**src/hdl/spq_defs.vh**
```
// Register map, field positions, reset values and queue sizes for the serial port
`ifndef SPQ_DEFS_VH
`define SPQ_DEFS_VH

// Word addresses on the register bus (byte address = 4 * index)
`define SPQ_ADDR_STAT 4'h0
`define SPQ_ADDR_CON1 4'h1
`define SPQ_ADDR_CON2 4'h2
`define SPQ_ADDR_BUF 4'h3
`define SPQ_ADDR_IFLAG 4'h4
`define SPQ_ADDR_IMASK 4'h5

// status_control_reg fields
`define SPQ_STAT_EN 15
`define SPQ_STAT_SIDL 13
`define SPQ_STAT_ROV 6
`define SPQ_STAT_TBF 1
`define SPQ_STAT_RBF 0

// control_reg_one fields
`define SPQ_CON1_PRE_LO 0
`define SPQ_CON1_PRE_HI 4
`define SPQ_CON1_CKP 6
`define SPQ_CON1_MSTEN 5
`define SPQ_CON1_MODE16 10
`define SPQ_CON1_DISSDO 11
`define SPQ_CON1_DISSCK 12
`define SPQ_CON1_PIN2 8
`define SPQ_CON1_PIN3 9

// control_reg_two fields
`define SPQ_CON2_FRMEN 15
`define SPQ_CON2_FSYNC_IN 14
`define SPQ_CON2_FSYNC_POL 13
`define SPQ_CON2_FSYNC_EDGE 1
`define SPQ_CON2_ENHBUF 0

// Interrupt event bits
`define SPQ_EV_DONE 0
`define SPQ_EV_ROV 1
`define SPQ_EV_RXAV 2
`define SPQ_EV_TXEMPTY 3

`define SPQ_CON1_RST 16'h0020
`define SPQ_CON2_RST 16'h0000
`define SPQ_DEPTH 8
`define SPQ_PTR_W 3
`define SPQ_CNT_W 4
`endif

```
**src/hdl/spq_port.v**
```verilog
// Serial port with shared buffer address, standard or eight-deep queued buffering
//
// Decided for this implementation: the register addresses and the Avalon-MM register port.
`timescale 1ns/1ps
`include "spq_defs.vh"

module spq_port
(
	// Clock and reset
	input wire i_clk,
	input wire i_sys_rst,
	// Processor idle request
	input wire i_cpu_idle,
	// Avalon-MM slave
	input wire [3:0] i_address,
	input wire i_read,
	input wire i_write,
	input wire [31:0] i_writedata,
	input wire [3:0] i_byteenable,
	output wire [31:0] o_readdata,
	output wire o_waitrequest,
	// Interrupt
	output wire o_irq,
	// Serial link
	input wire i_serial_in,
	output wire o_serial_out,
	output wire o_serial_out_oe_n,
	input wire i_shift_clock,
	output wire o_shift_clock,
	output wire o_shift_clock_oe_n,
	input wire i_select_n,
	output wire o_select_n,
	output wire o_select_n_oe_n
);

	////////////////////////////////////////////////////////////////////////////
	// Registers
	reg en_r;
	reg sidl_r;
	reg rov_r;
	reg [15:0] con1_r;
	reg [15:0] con2_r;
	reg [3:0] iflag_r;
	reg [3:0] imask_r;
	reg [31:0] rdata_r;
	reg ack_r;

	wire mst = con1_r[`SPQ_CON1_MSTEN];
	wire mode16 = con1_r[`SPQ_CON1_MODE16];
	wire ckp = con1_r[`SPQ_CON1_CKP];
	wire pin2 = con1_r[`SPQ_CON1_PIN2];
	wire pin3 = con1_r[`SPQ_CON1_PIN3];
	wire [4:0] pre = con1_r[`SPQ_CON1_PRE_HI:`SPQ_CON1_PRE_LO];
	wire frmen = con2_r[`SPQ_CON2_FRMEN];
	wire fs_in = con2_r[`SPQ_CON2_FSYNC_IN];
	wire fs_pol = con2_r[`SPQ_CON2_FSYNC_POL];
	wire fs_edge = con2_r[`SPQ_CON2_FSYNC_EDGE];
	// Queueing off means one-deep holding registers, suited to DMA service
	wire enh = con2_r[`SPQ_CON2_ENHBUF];
	wire run_en = en_r & ~(sidl_r & i_cpu_idle);

	// One-wait answer: waitrequest is high only in the first request cycle
	wire req = i_read | i_write;
	assign o_waitrequest = req & ~ack_r;
	wire acc = req & ack_r;
	wire wr = acc & i_write;
	wire rd = acc & i_read;
	wire buf_wr = wr & (i_address == `SPQ_ADDR_BUF) & i_byteenable[0];
	wire buf_rd = rd & (i_address == `SPQ_ADDR_BUF);

	////////////////////////////////////////////////////////////////////////////
	// Queues: depth 8 in enhanced mode, 1 in standard mode
	reg [15:0] txq [0:`SPQ_DEPTH-1];
	reg [15:0] rxq [0:`SPQ_DEPTH-1];
	// Pointers wrap at eight; standard mode pins them to entry 0, the holding register
	reg [2:0] tx_wp_r;
	reg [2:0] tx_rp_r;
	reg [2:0] rx_wp_r;
	reg [2:0] rx_rp_r;
	reg [3:0] tx_cnt_r;
	reg [3:0] rx_cnt_r;
	wire [3:0] cap = enh ? 4'h8 : 4'h1;
	wire tx_full = (tx_cnt_r >= cap);
	wire rx_avail = (rx_cnt_r != 4'h0);
	wire rx_full = (rx_cnt_r >= cap);
	wire tx_push = buf_wr & ~tx_full & run_en;
	wire rx_pop = buf_rd & rx_avail;
	wire xfer_done;
	wire tx_pop;
	wire [15:0] sr_in_word;
	wire rx_push = xfer_done & ~rx_full;

	// One process per entry keeps every storage word single-driven
	genvar gi;
	generate
		for (gi = 0; gi < `SPQ_DEPTH; gi = gi + 1)
		begin : g_q
			always @(posedge i_clk or posedge i_sys_rst)
			begin
				if (i_sys_rst)
				begin
					txq[gi] <= 16'h0000;
					rxq[gi] <= 16'h0000;
				end
				else
				begin
					if (tx_push && tx_wp_r == gi)
						txq[gi] <= i_writedata[15:0];
					if (rx_push && rx_wp_r == gi)
						rxq[gi] <= sr_in_word;
				end
			end
		end
	endgenerate

	always @(posedge i_clk or posedge i_sys_rst)
	begin
		if (i_sys_rst)
		begin
			tx_wp_r <= 3'h0;
			tx_rp_r <= 3'h0;
			rx_wp_r <= 3'h0;
			rx_rp_r <= 3'h0;
			tx_cnt_r <= 4'h0;
			rx_cnt_r <= 4'h0;
		end
		else if (!en_r)
		begin
			// Disabling the port flushes both directions
			tx_wp_r <= 3'h0;
			tx_rp_r <= 3'h0;
			rx_wp_r <= 3'h0;
			rx_rp_r <= 3'h0;
			tx_cnt_r <= 4'h0;
			rx_cnt_r <= 4'h0;
		end
		else
		begin
			if (tx_push)
				tx_wp_r <= enh ? tx_wp_r + 3'h1 : 3'h0;
			if (tx_pop)
				tx_rp_r <= enh ? tx_rp_r + 3'h1 : 3'h0;
			if (rx_push)
				rx_wp_r <= enh ? rx_wp_r + 3'h1 : 3'h0;
			if (rx_pop)
				rx_rp_r <= enh ? rx_rp_r + 3'h1 : 3'h0;
			tx_cnt_r <= tx_cnt_r + {3'h0, tx_push} - {3'h0, tx_pop};
			rx_cnt_r <= rx_cnt_r + {3'h0, rx_push} - {3'h0, rx_pop};
		end
	end

	////////////////////////////////////////////////////////////////////////////
	// Shift engine
	localparam ST_IDLE = 3'h1;
	localparam ST_SHIFT = 3'h2;
	localparam ST_DONE = 3'h4;
	reg [2:0] st_r;
	reg [15:0] sr_r;
	reg [4:0] bit_r;
	reg [4:0] div_r;
	reg sck_r;
	reg sck_in_d_r;
	reg sel_d_r;
	reg fpulse_r;
	wire [4:0] nbits = mode16 ? 5'h10 : 5'h08;
	assign sr_in_word = mode16 ? sr_r : {8'h00, sr_r[7:0]};
	wire [15:0] tx_word = txq[tx_rp_r];

	// Master shift clock from a prescaled enable; slave follows the pin
	wire tick = (div_r == pre);
	wire sck_lvl = mst ? sck_r : (i_shift_clock ^ ckp);
	wire m_rise = mst & tick & ~sck_r;
	wire m_fall = mst & tick & sck_r;
	wire s_rise = ~mst & sck_lvl & ~(sck_in_d_r ^ ckp);
	wire s_fall = ~mst & ~sck_lvl & (sck_in_d_r ^ ckp);
	wire samp = m_rise | s_rise;
	wire shft = m_fall | s_fall;
	// Slave select only counts in four-pin mode
	wire sel_ok = (pin2 | pin3) ? 1'b1 : ~i_select_n;
	wire fs_in_lvl = i_select_n ^ ~fs_pol;
	wire fs_start = frmen & fs_in & (fs_edge ? (fs_in_lvl & ~sel_d_r) : fs_in_lvl);
	wire start_ok = mst ? (~frmen | ~fs_in | fs_start) : (frmen ? fs_start : sel_ok);
	reg sampled_bit_r;

	// One pop per frame, taken only from idle
	assign tx_pop = (st_r == ST_IDLE) & (tx_cnt_r != 4'h0) & run_en & start_ok;
	assign xfer_done = (st_r == ST_DONE);

	always @(posedge i_clk or posedge i_sys_rst)
	begin
		if (i_sys_rst)
		begin
			st_r <= ST_IDLE;
			sr_r <= 16'h0000;
			bit_r <= 5'h00;
			div_r <= 5'h00;
			sck_r <= 1'b0;
			sck_in_d_r <= 1'b0;
			sel_d_r <= 1'b0;
			fpulse_r <= 1'b0;
			sampled_bit_r <= 1'b0;
		end
		else
		begin
			sck_in_d_r <= i_shift_clock;
			sel_d_r <= fs_in_lvl;
			// Divider rests at zero, so every frame opens with a full half period
			div_r <= (tick || st_r != ST_SHIFT) ? 5'h00 : div_r + 5'h01;
			case (st_r)
				ST_IDLE:
				begin
					sck_r <= 1'b0;
					fpulse_r <= 1'b0;
					if (tx_pop)
					begin
						sr_r <= mode16 ? tx_word : {tx_word[7:0], 8'h00};
						bit_r <= 5'h00;
						fpulse_r <= frmen & ~fs_in;
						st_r <= ST_SHIFT;
					end
				end
				ST_SHIFT:
				begin
					if (m_rise || m_fall)
						sck_r <= ~sck_r;
					if (m_rise)
						fpulse_r <= 1'b0;
					if (samp)
						sampled_bit_r <= i_serial_in;
					if (shft)
					begin
						sr_r <= {sr_r[14:0], sampled_bit_r};
						bit_r <= bit_r + 5'h01;
						if (bit_r == nbits - 5'h01)
							st_r <= ST_DONE;
					end
					if (!run_en || (!mst && !frmen && !sel_ok))
						st_r <= ST_IDLE;
				end
				ST_DONE:
				begin
					if (!mode16)
						sr_r <= {8'h00, sr_r[15:8]} | {8'h00, sr_r[7:0]};
					st_r <= ST_IDLE;
				end
				default:
					st_r <= ST_IDLE;
			endcase
		end
	end

	// Pins: enables are active low; two-pin mode frees data-out and select
	// Byte mode loads the byte into the top half, so bit 15 leads either way
	wire top_bit = sr_r[15];
	assign o_serial_out = top_bit;
	assign o_serial_out_oe_n = ~(en_r & ~pin2 & ~con1_r[`SPQ_CON1_DISSDO]);
	assign o_shift_clock = sck_r ^ ckp;
	assign o_shift_clock_oe_n = ~(en_r & mst & ~con1_r[`SPQ_CON1_DISSCK]);
	assign o_select_n = fpulse_r ? ~fs_pol : (mst && !frmen) ? (st_r == ST_IDLE) : fs_pol;
	assign o_select_n_oe_n = ~(en_r & mst & ~pin2 & ~pin3 & (~frmen | ~fs_in));

	////////////////////////////////////////////////////////////////////////////
	// Control, status and interrupt registers
	wire [3:0] ev;
	assign ev[`SPQ_EV_DONE] = xfer_done;
	assign ev[`SPQ_EV_ROV] = xfer_done & rx_full;
	assign ev[`SPQ_EV_RXAV] = rx_push;
	assign ev[`SPQ_EV_TXEMPTY] = tx_pop & (tx_cnt_r == 4'h1);

	always @(posedge i_clk or posedge i_sys_rst)
	begin
		if (i_sys_rst)
		begin
			en_r <= 1'b0;
			sidl_r <= 1'b0;
			rov_r <= 1'b0;
			con1_r <= `SPQ_CON1_RST;
			con2_r <= `SPQ_CON2_RST;
			iflag_r <= 4'h0;
			imask_r <= 4'h0;
			ack_r <= 1'b0;
		end
		else
		begin
			ack_r <= req & ~ack_r;
			if (wr && i_address == `SPQ_ADDR_STAT && i_byteenable[1])
			begin
				en_r <= i_writedata[`SPQ_STAT_EN];
				sidl_r <= i_writedata[`SPQ_STAT_SIDL];
			end
			// Hardware set wins over a software clear in the same cycle
			if (xfer_done && rx_full)
				rov_r <= 1'b1;
			else if (wr && i_address == `SPQ_ADDR_STAT && i_byteenable[0] && !i_writedata[`SPQ_STAT_ROV])
				rov_r <= 1'b0;
			if (wr && i_address == `SPQ_ADDR_CON1)
			begin
				if (i_byteenable[0])
					con1_r[7:0] <= i_writedata[7:0];
				if (i_byteenable[1])
					con1_r[15:8] <= i_writedata[15:8];
			end
			if (wr && i_address == `SPQ_ADDR_CON2)
			begin
				if (i_byteenable[0])
					con2_r[7:0] <= i_writedata[7:0];
				if (i_byteenable[1])
					con2_r[15:8] <= i_writedata[15:8];
			end
			if (wr && i_address == `SPQ_ADDR_IMASK && i_byteenable[0])
				imask_r <= i_writedata[3:0];
			if (wr && i_address == `SPQ_ADDR_IFLAG && i_byteenable[0])
				iflag_r <= (iflag_r & ~i_writedata[3:0]) | ev;
			else
				iflag_r <= iflag_r | ev;
		end
	end

	reg [15:0] stat_word;
	always @*
	begin
		stat_word = 16'h0000;
		stat_word[`SPQ_STAT_EN] = en_r;
		stat_word[`SPQ_STAT_SIDL] = sidl_r;
		stat_word[`SPQ_STAT_ROV] = rov_r;
		stat_word[`SPQ_STAT_TBF] = tx_full;
		stat_word[`SPQ_STAT_RBF] = rx_avail;
	end

	wire [15:0] rx_word = rxq[rx_rp_r];
	reg [31:0] rd_mux;
	always @*
	begin
		rd_mux = 32'h00000000;
		case (i_address)
			`SPQ_ADDR_STAT: rd_mux = {16'h0000, stat_word};
			`SPQ_ADDR_CON1: rd_mux = {16'h0000, con1_r};
			`SPQ_ADDR_CON2: rd_mux = {16'h0000, con2_r};
			`SPQ_ADDR_BUF: rd_mux = {16'h0000, rx_word};
			`SPQ_ADDR_IFLAG: rd_mux = {28'h0000000, iflag_r};
			`SPQ_ADDR_IMASK: rd_mux = {28'h0000000, imask_r};
			default: rd_mux = 32'h00000000;
		endcase
	end

	// Captured in the wait cycle so the word stands at the accepting edge
	always @(posedge i_clk or posedge i_sys_rst)
	begin
		if (i_sys_rst)
			rdata_r <= 32'h00000000;
		else if (i_read && !ack_r)
			rdata_r <= rd_mux;
	end

	assign o_readdata = rdata_r;
	assign o_irq = |(iflag_r & imask_r);

endmodule // spq_port
```
**config.mk**
```make
export PLATFORM = sky130hd
export DESIGN_NAME = spq_port
export DESIGN_NICKNAME = d
export VERILOG_FILES = /design/src/hdl/spq_port.v
export VERILOG_INCLUDE_DIRS = /design/src /design/src/hdl
export SDC_FILE = /design/constraint.sdc
export NUM_CORES = 1
export LEC_CHECK = 0
export BUFFER_PORTS_ARGS = -buffer_cell sky130_fd_sc_hd__buf_2
export CORE_ASPECT_RATIO = 1.4
export CORE_MARGIN = 1
export CORE_UTILIZATION = 55
export CTS_BUF_LIST = sky130_fd_sc_hd__clkbuf_4 sky130_fd_sc_hd__clkbuf_8
export DETAILED_ROUTE_END_ITERATION = 6
export MAX_ROUTING_LAYER = met4
export PLACE_DENSITY = 0.73
export SETUP_SLACK_MARGIN = 0.1
export SYNTH_ARGS = -nofsm -noshare
export SYNTH_HDL_FRONTEND = slang
export SYNTH_SLANG_ARGS = --single-unit
```
**constraint.sdc**
```tcl
create_clock -name i_clk -period 33.7 [get_ports i_clk]
set_input_delay 3.37 -clock i_clk [delete_from_list [all_inputs] [get_ports i_clk]]
set_output_delay 3.37 -clock i_clk [all_outputs]
set_load 0.01 [all_outputs]
```
**Word level (Yosys, flattened, before mapping)**

Index checks and enable logic that the tools add are counted.

- Flip-flop bits (word level): 386
- Input bits: 48
- Output and inout port bits: 40

- Reduce and logical (&&, ||, !) cells: 59
- Equality and inequality tests: 37
- $lt $le $gt $ge: 4
- Add/sub/neg operators: 11
- Muxes and demuxes: 53
- Bitwise logic cells: 74

Operators by type and width:

| cell | count |
|---|---|
| $mux 16 | 9 |
| $bmux 16 s3 | 2 |
| $pmux 16 s6 | 1 |
| $mux 3 | 16 |
| $pmux 16 s3 | 1 |
| $and 1x1->1 | 36 |
| $logic_and 1x1->1 | 31 |
| $eq 3x3->1 const B | 9 |
| $mux 5 | 4 |
| $not 1->1 | 20 |
| $mux 4 | 4 |
| $eq 3x2->1 const B | 5 |
| $reduce_and 2->1 | 7 |
| $add 3x1->3 const B | 4 |
| $mux 1 | 12 |
| $add 5x1->5 const B | 2 |
| $eq 5x5->1 | 2 |
| $ne 2x2->1 const B | 5 |
| $pmux 5 s2 | 1 |
| $eq 3x1->1 const B | 3 |
| $add 4x1->4 | 2 |
| $and 4x4->4 | 2 |
| $eq 4x1->1 const B | 2 |
| $eq 4x2->1 const B | 2 |
| other kinds (26) | 56 |

**Logic depth before layout (Yosys ltp)**

- Depth in word-level cells: 11
- Mapped depth: 13

**Worst setup path after synthesis**

Ideal clock, no wire load.

- Path kind: input-to-output
- From: in i_write
- To: out o_waitrequest
- Stages on the path: 2
- Setup slack: 26751 ps
- Data arrival time: 3579 ps
- Data required time: 30330 ps
- Path through: nor2_1 > nor2_1

- Word-level cells in the longest chain between the ends: 2

RTL lines:

| what | RTL line | RTL |
|---|---|---|
| start: declaration | spq_port.v:17 | `input wire i_write,` |
| $or 1x1->1 | spq_port.v:63 | `wire req = i_read \| i_write;` |
| $and 1x1->1 | spq_port.v:64 | `assign o_waitrequest = req & ~ack_r;` |
| end: declaration | spq_port.v:21 | `output wire o_waitrequest,` |

Every way passes these cells.

**Worst setup path in the final report**

Same ends and word-level chain as after synthesis.

==> results.txt <==
Final Hold Viols -> 0
Clock power frac -> 42.7%
Initial antenna violation count -> 0
WL/cell -> 21.97 µm
Pre-Repair DR Iteration Count -> 6
Starting Density -> 56.05%
PortBufs -> 53
Post-synthesis sequential area ratio -> 50.70%
Largest cells by area after synthesis -> dfrtp_1 (50%), mux2_2 (12%), mux2_4 (7.6%)
Crit Path Category -> input pin to primary output
Most common cell in the synthesized netlist -> dfrtp_1
Max FO, Critical Path -> 5
Top cells by count, synth -> dfrtp_1 (368), mux2_2 (201), nand2_1 (93)
Gpl congestion -> 0.8655
Crit start category -> input pin
Total Wirelength -> 40750 µm
Die width -> 156.0 µm
Synth Instances -> 1360
Final std cells w/o fill -> 1855
Max Clock Freq -> 0.1397 GHz
Remaining global-route overflow -> 0
Crit path time final -> 7.157 ns
Synthesis-to-finish area growth -> 7.965%
Syn avg cell area -> 13.43 µm²
Post-synth EDFFs -> 0
Worst hold-check path type -> register to register
CTS buffer count -> 55
Leakage -> 9.576 nW
Max_slew headroom -> 23.68%
RSZ-0062 raised after global routing -> false
Global Route Usage Sum -> 26.13%
Clock transition at the registers of the reported paths -> 0.06 ns
Setup violations, final -> 0
Tcrit/Tclk final -> 21.24%
Core Region -> 0.03260 mm²
Die area -> 0.03396 mm²
Power per cell area -> 44.76 mW/mm²
Fillers -> 2585
FF+latch count, synth -> 370
First-pass GRT wire length -> 65650 µm
Rows -> 78
Cell variety after synth -> 72
Top cell type's share of synthesized area -> 50.41%
Postcts setup bufs -> 0
Worst setup EP type -> primary output
Total clock sinks -> 370
Vias in the first global route -> 11700
# DRC -> 0
Worst-Margin Slew -> 1.137 ns
Combinational group share of total power -> 4.8%
DR vias -> 11020
Design Area, Final -> 0.01972 mm²
TNS Setup -> 0 ns
Power Internal -> 0.6733 mW
Final Max Slew Viols -> 0
Maximum VDD drop -> 0.02770 mV
# hold bufs at CTS -> 0
Cell Area, Placed -> 0.01859 mm²
Crit path arrival time -> 3.79 ns
Sw Pwr -> 0.2095 mW
Clock skew -> 0.02710 ns
Largest net degree at the start of global routing -> 148
H-tree depth -> 2
Commonest register cell after synthesis -> dfrtp_1
PostCTS Resize Cnt -> 0
First DRT Iteration DRCs -> 775
Yosys Warn Count -> 0
Io pins -> 88
Chip Height -> 217.6 µm
Share of cells above drive strength 1 -> 37.31%
Hpwl dp -> 27190 µm
Area of the multi-input gates -> 0.008333 mm²
Status -> complete, no violations
Worst skew pair latency -> 0.61 ns
Final net count -> 1460
Cell area after synthesis -> 0.01827 mm²
CTS max path bufs -> 3
Sequential Power Share -> 52.5%
Ys async rst share -> 100.0%
CTS Root Cell -> clkbuf_8
Placed Cells -> 1763
WP data required -> 30.33 ns
Final ANT Viol Nets -> 0
CTS tree -> done
FF+latch area -> 0.009264 mm²
Sw Ratio -> 23.73%
Max-cap violations -> 0
Vias per inst -> 5.940
# diodes -> 0
Post-synth top area cell -> dfrtp_1
per-stage QoR:
stage / hold WS (ns) / setup WS [ns] / utilization [%] / power (mW)
6_report: 0.4768 / 26.54 / 60.51 / 0.8829
5_1_grt: 0.5044 / 26.51 / 60.51 / 0.9154
4_1_cts: 0.4792 / 26.54 / 60.51 / 0.8913
3_5_place_dp: 0.4653 / 26.55 / 57.04 / 0.5140
3_3_place_gp: 0.4567 / 26.55 / 57.04 / 0.5125
2_1_floorplan: 0.4442 / 20.06 / - / 0.4979
worst paths after layout:
check | from | to | slack (ns) | cells after the start
setup / recovery | i_write | o_waitrequest | 26.54 | 4
max in group asynchronous | i_sys_rst | txq[73]$_DFFE_PP0P_ | 28.16 | 4
setup reg to reg | con2_r[0]$_DFFE_PP0P_ | rx_cnt_r[2]$_DFF_PP0_ | 29.16 | 11
hold reg to reg | rxq[25]$_DFFE_PP0P_ | rxq[25]$_DFFE_PP0P_ | 0.48 | 2
hold / removal | rxq[25]$_DFFE_PP0P_ | rxq[25]$_DFFE_PP0P_ | 0.48 | 2
min in group asynchronous | i_sys_rst | rx_cnt_r[1]$_DFF_PP0_ | 3.01 | 2
sequential cells by signal, indices dropped and copies added (netlist names), 4 cells and up:
signal      count
rx_cnt_r        4
tx_cnt_r        4
iflag_r         4
rxq           128
div_r           5
con2_r         16
bit_r           5
txq           128
o_readdata     16
sr_r           16
con1_r         16
imask_r         4
worst max-delay path, cell delays in order:
cell and delay (ns):
buf_2 0.12, nor2_1 0.10, nor2_1 0.05, buf_2 0.14
power by group through the flow:
stage / registers [mW] / clock network, mW / logic, mW
finish: 0.463 / 0.377 / 0.0425
global route: 0.464 / 0.404 / 0.0472
CTS: 0.463 / 0.385 / 0.0432
detailed placement: 0.471 / 0 / 0.0430
global placement: 0.471 / 0 / 0.0419
floorplan: 0.465 / 0 / 0.0333
cells by family (layout without fill, tap and decap cells):
kind of cell	Yosys count	in the layout	synth area share (%)
AOI/OAI and AO/OA	178	178	6.684
xor gates and xnor gates	16	16	0.7671
adders and majority gates	32	32	2.274
buffers and inverters	141	181	4.034
DFF	370	370	50.70
muxes	380	380	28.05
other	1	16	0.02053
and+or+nand+nor	242	242	7.479
placed cells by master, fill, tap and decap left out, types with 5 or more instances in the layout:
cell type  netlist  final
inv_1           26     25
nand2_1         93     93
ha_1            30     30
nor2_1          36     36
a21o_1           6      6
o22ai_1         10     10
dfrtp_1        368    366
and2_1          20     20
o21ai_0         63     63
nand3_1         13     13
mux2i_1         33     33
a22o_1           5      5
mux2_1           6      6
buf_2           12     53
nand3_4          8      8
clkbuf_8         0     68
mux4_2          48     48
a222oi_1        13     13
a22oi_1         16     16
or3_1            6      6
clkbuf_4         0     17
nand2_4          7      7
mux2_4          92     92
a21boi_0         6      6
nor3b_1          6      6
a21oi_1         18     18
conb_1           1     16
nor2b_1         10     10
buf_4           17     10
mux2_2         201    201
o221ai_1        16     16
nand2b_1         7      7
xor2_1          13     13
nand3b_1         5      5
layout make-up:
class                      instances  share of cell area [%]
timing repair buffer              63                   1.725
multi-input combinational        864                   42.25
tap                              440                   2.791
inverter                          26                  0.5329
sequential                       370                   46.97
clock buffer                      85                   5.392
clock inverter                     7                  0.3426
layer usage:
| layer | vias to the layer above | global-route usage (%) | share of wire (%) |
|---|---|---|---|
| li1 | 4940 | - | - |
| met1 | 5740 | 30.87 | 40 |
| met2 | 243 | 44.75 | 53 |
| met3 | 95 | 3.200 | 3.6 |
| met4 | 0 | 11.47 | 4.1 |
| met5 | - | - | 0 |
Note: power is estimated with default switching activity, not from simulation.
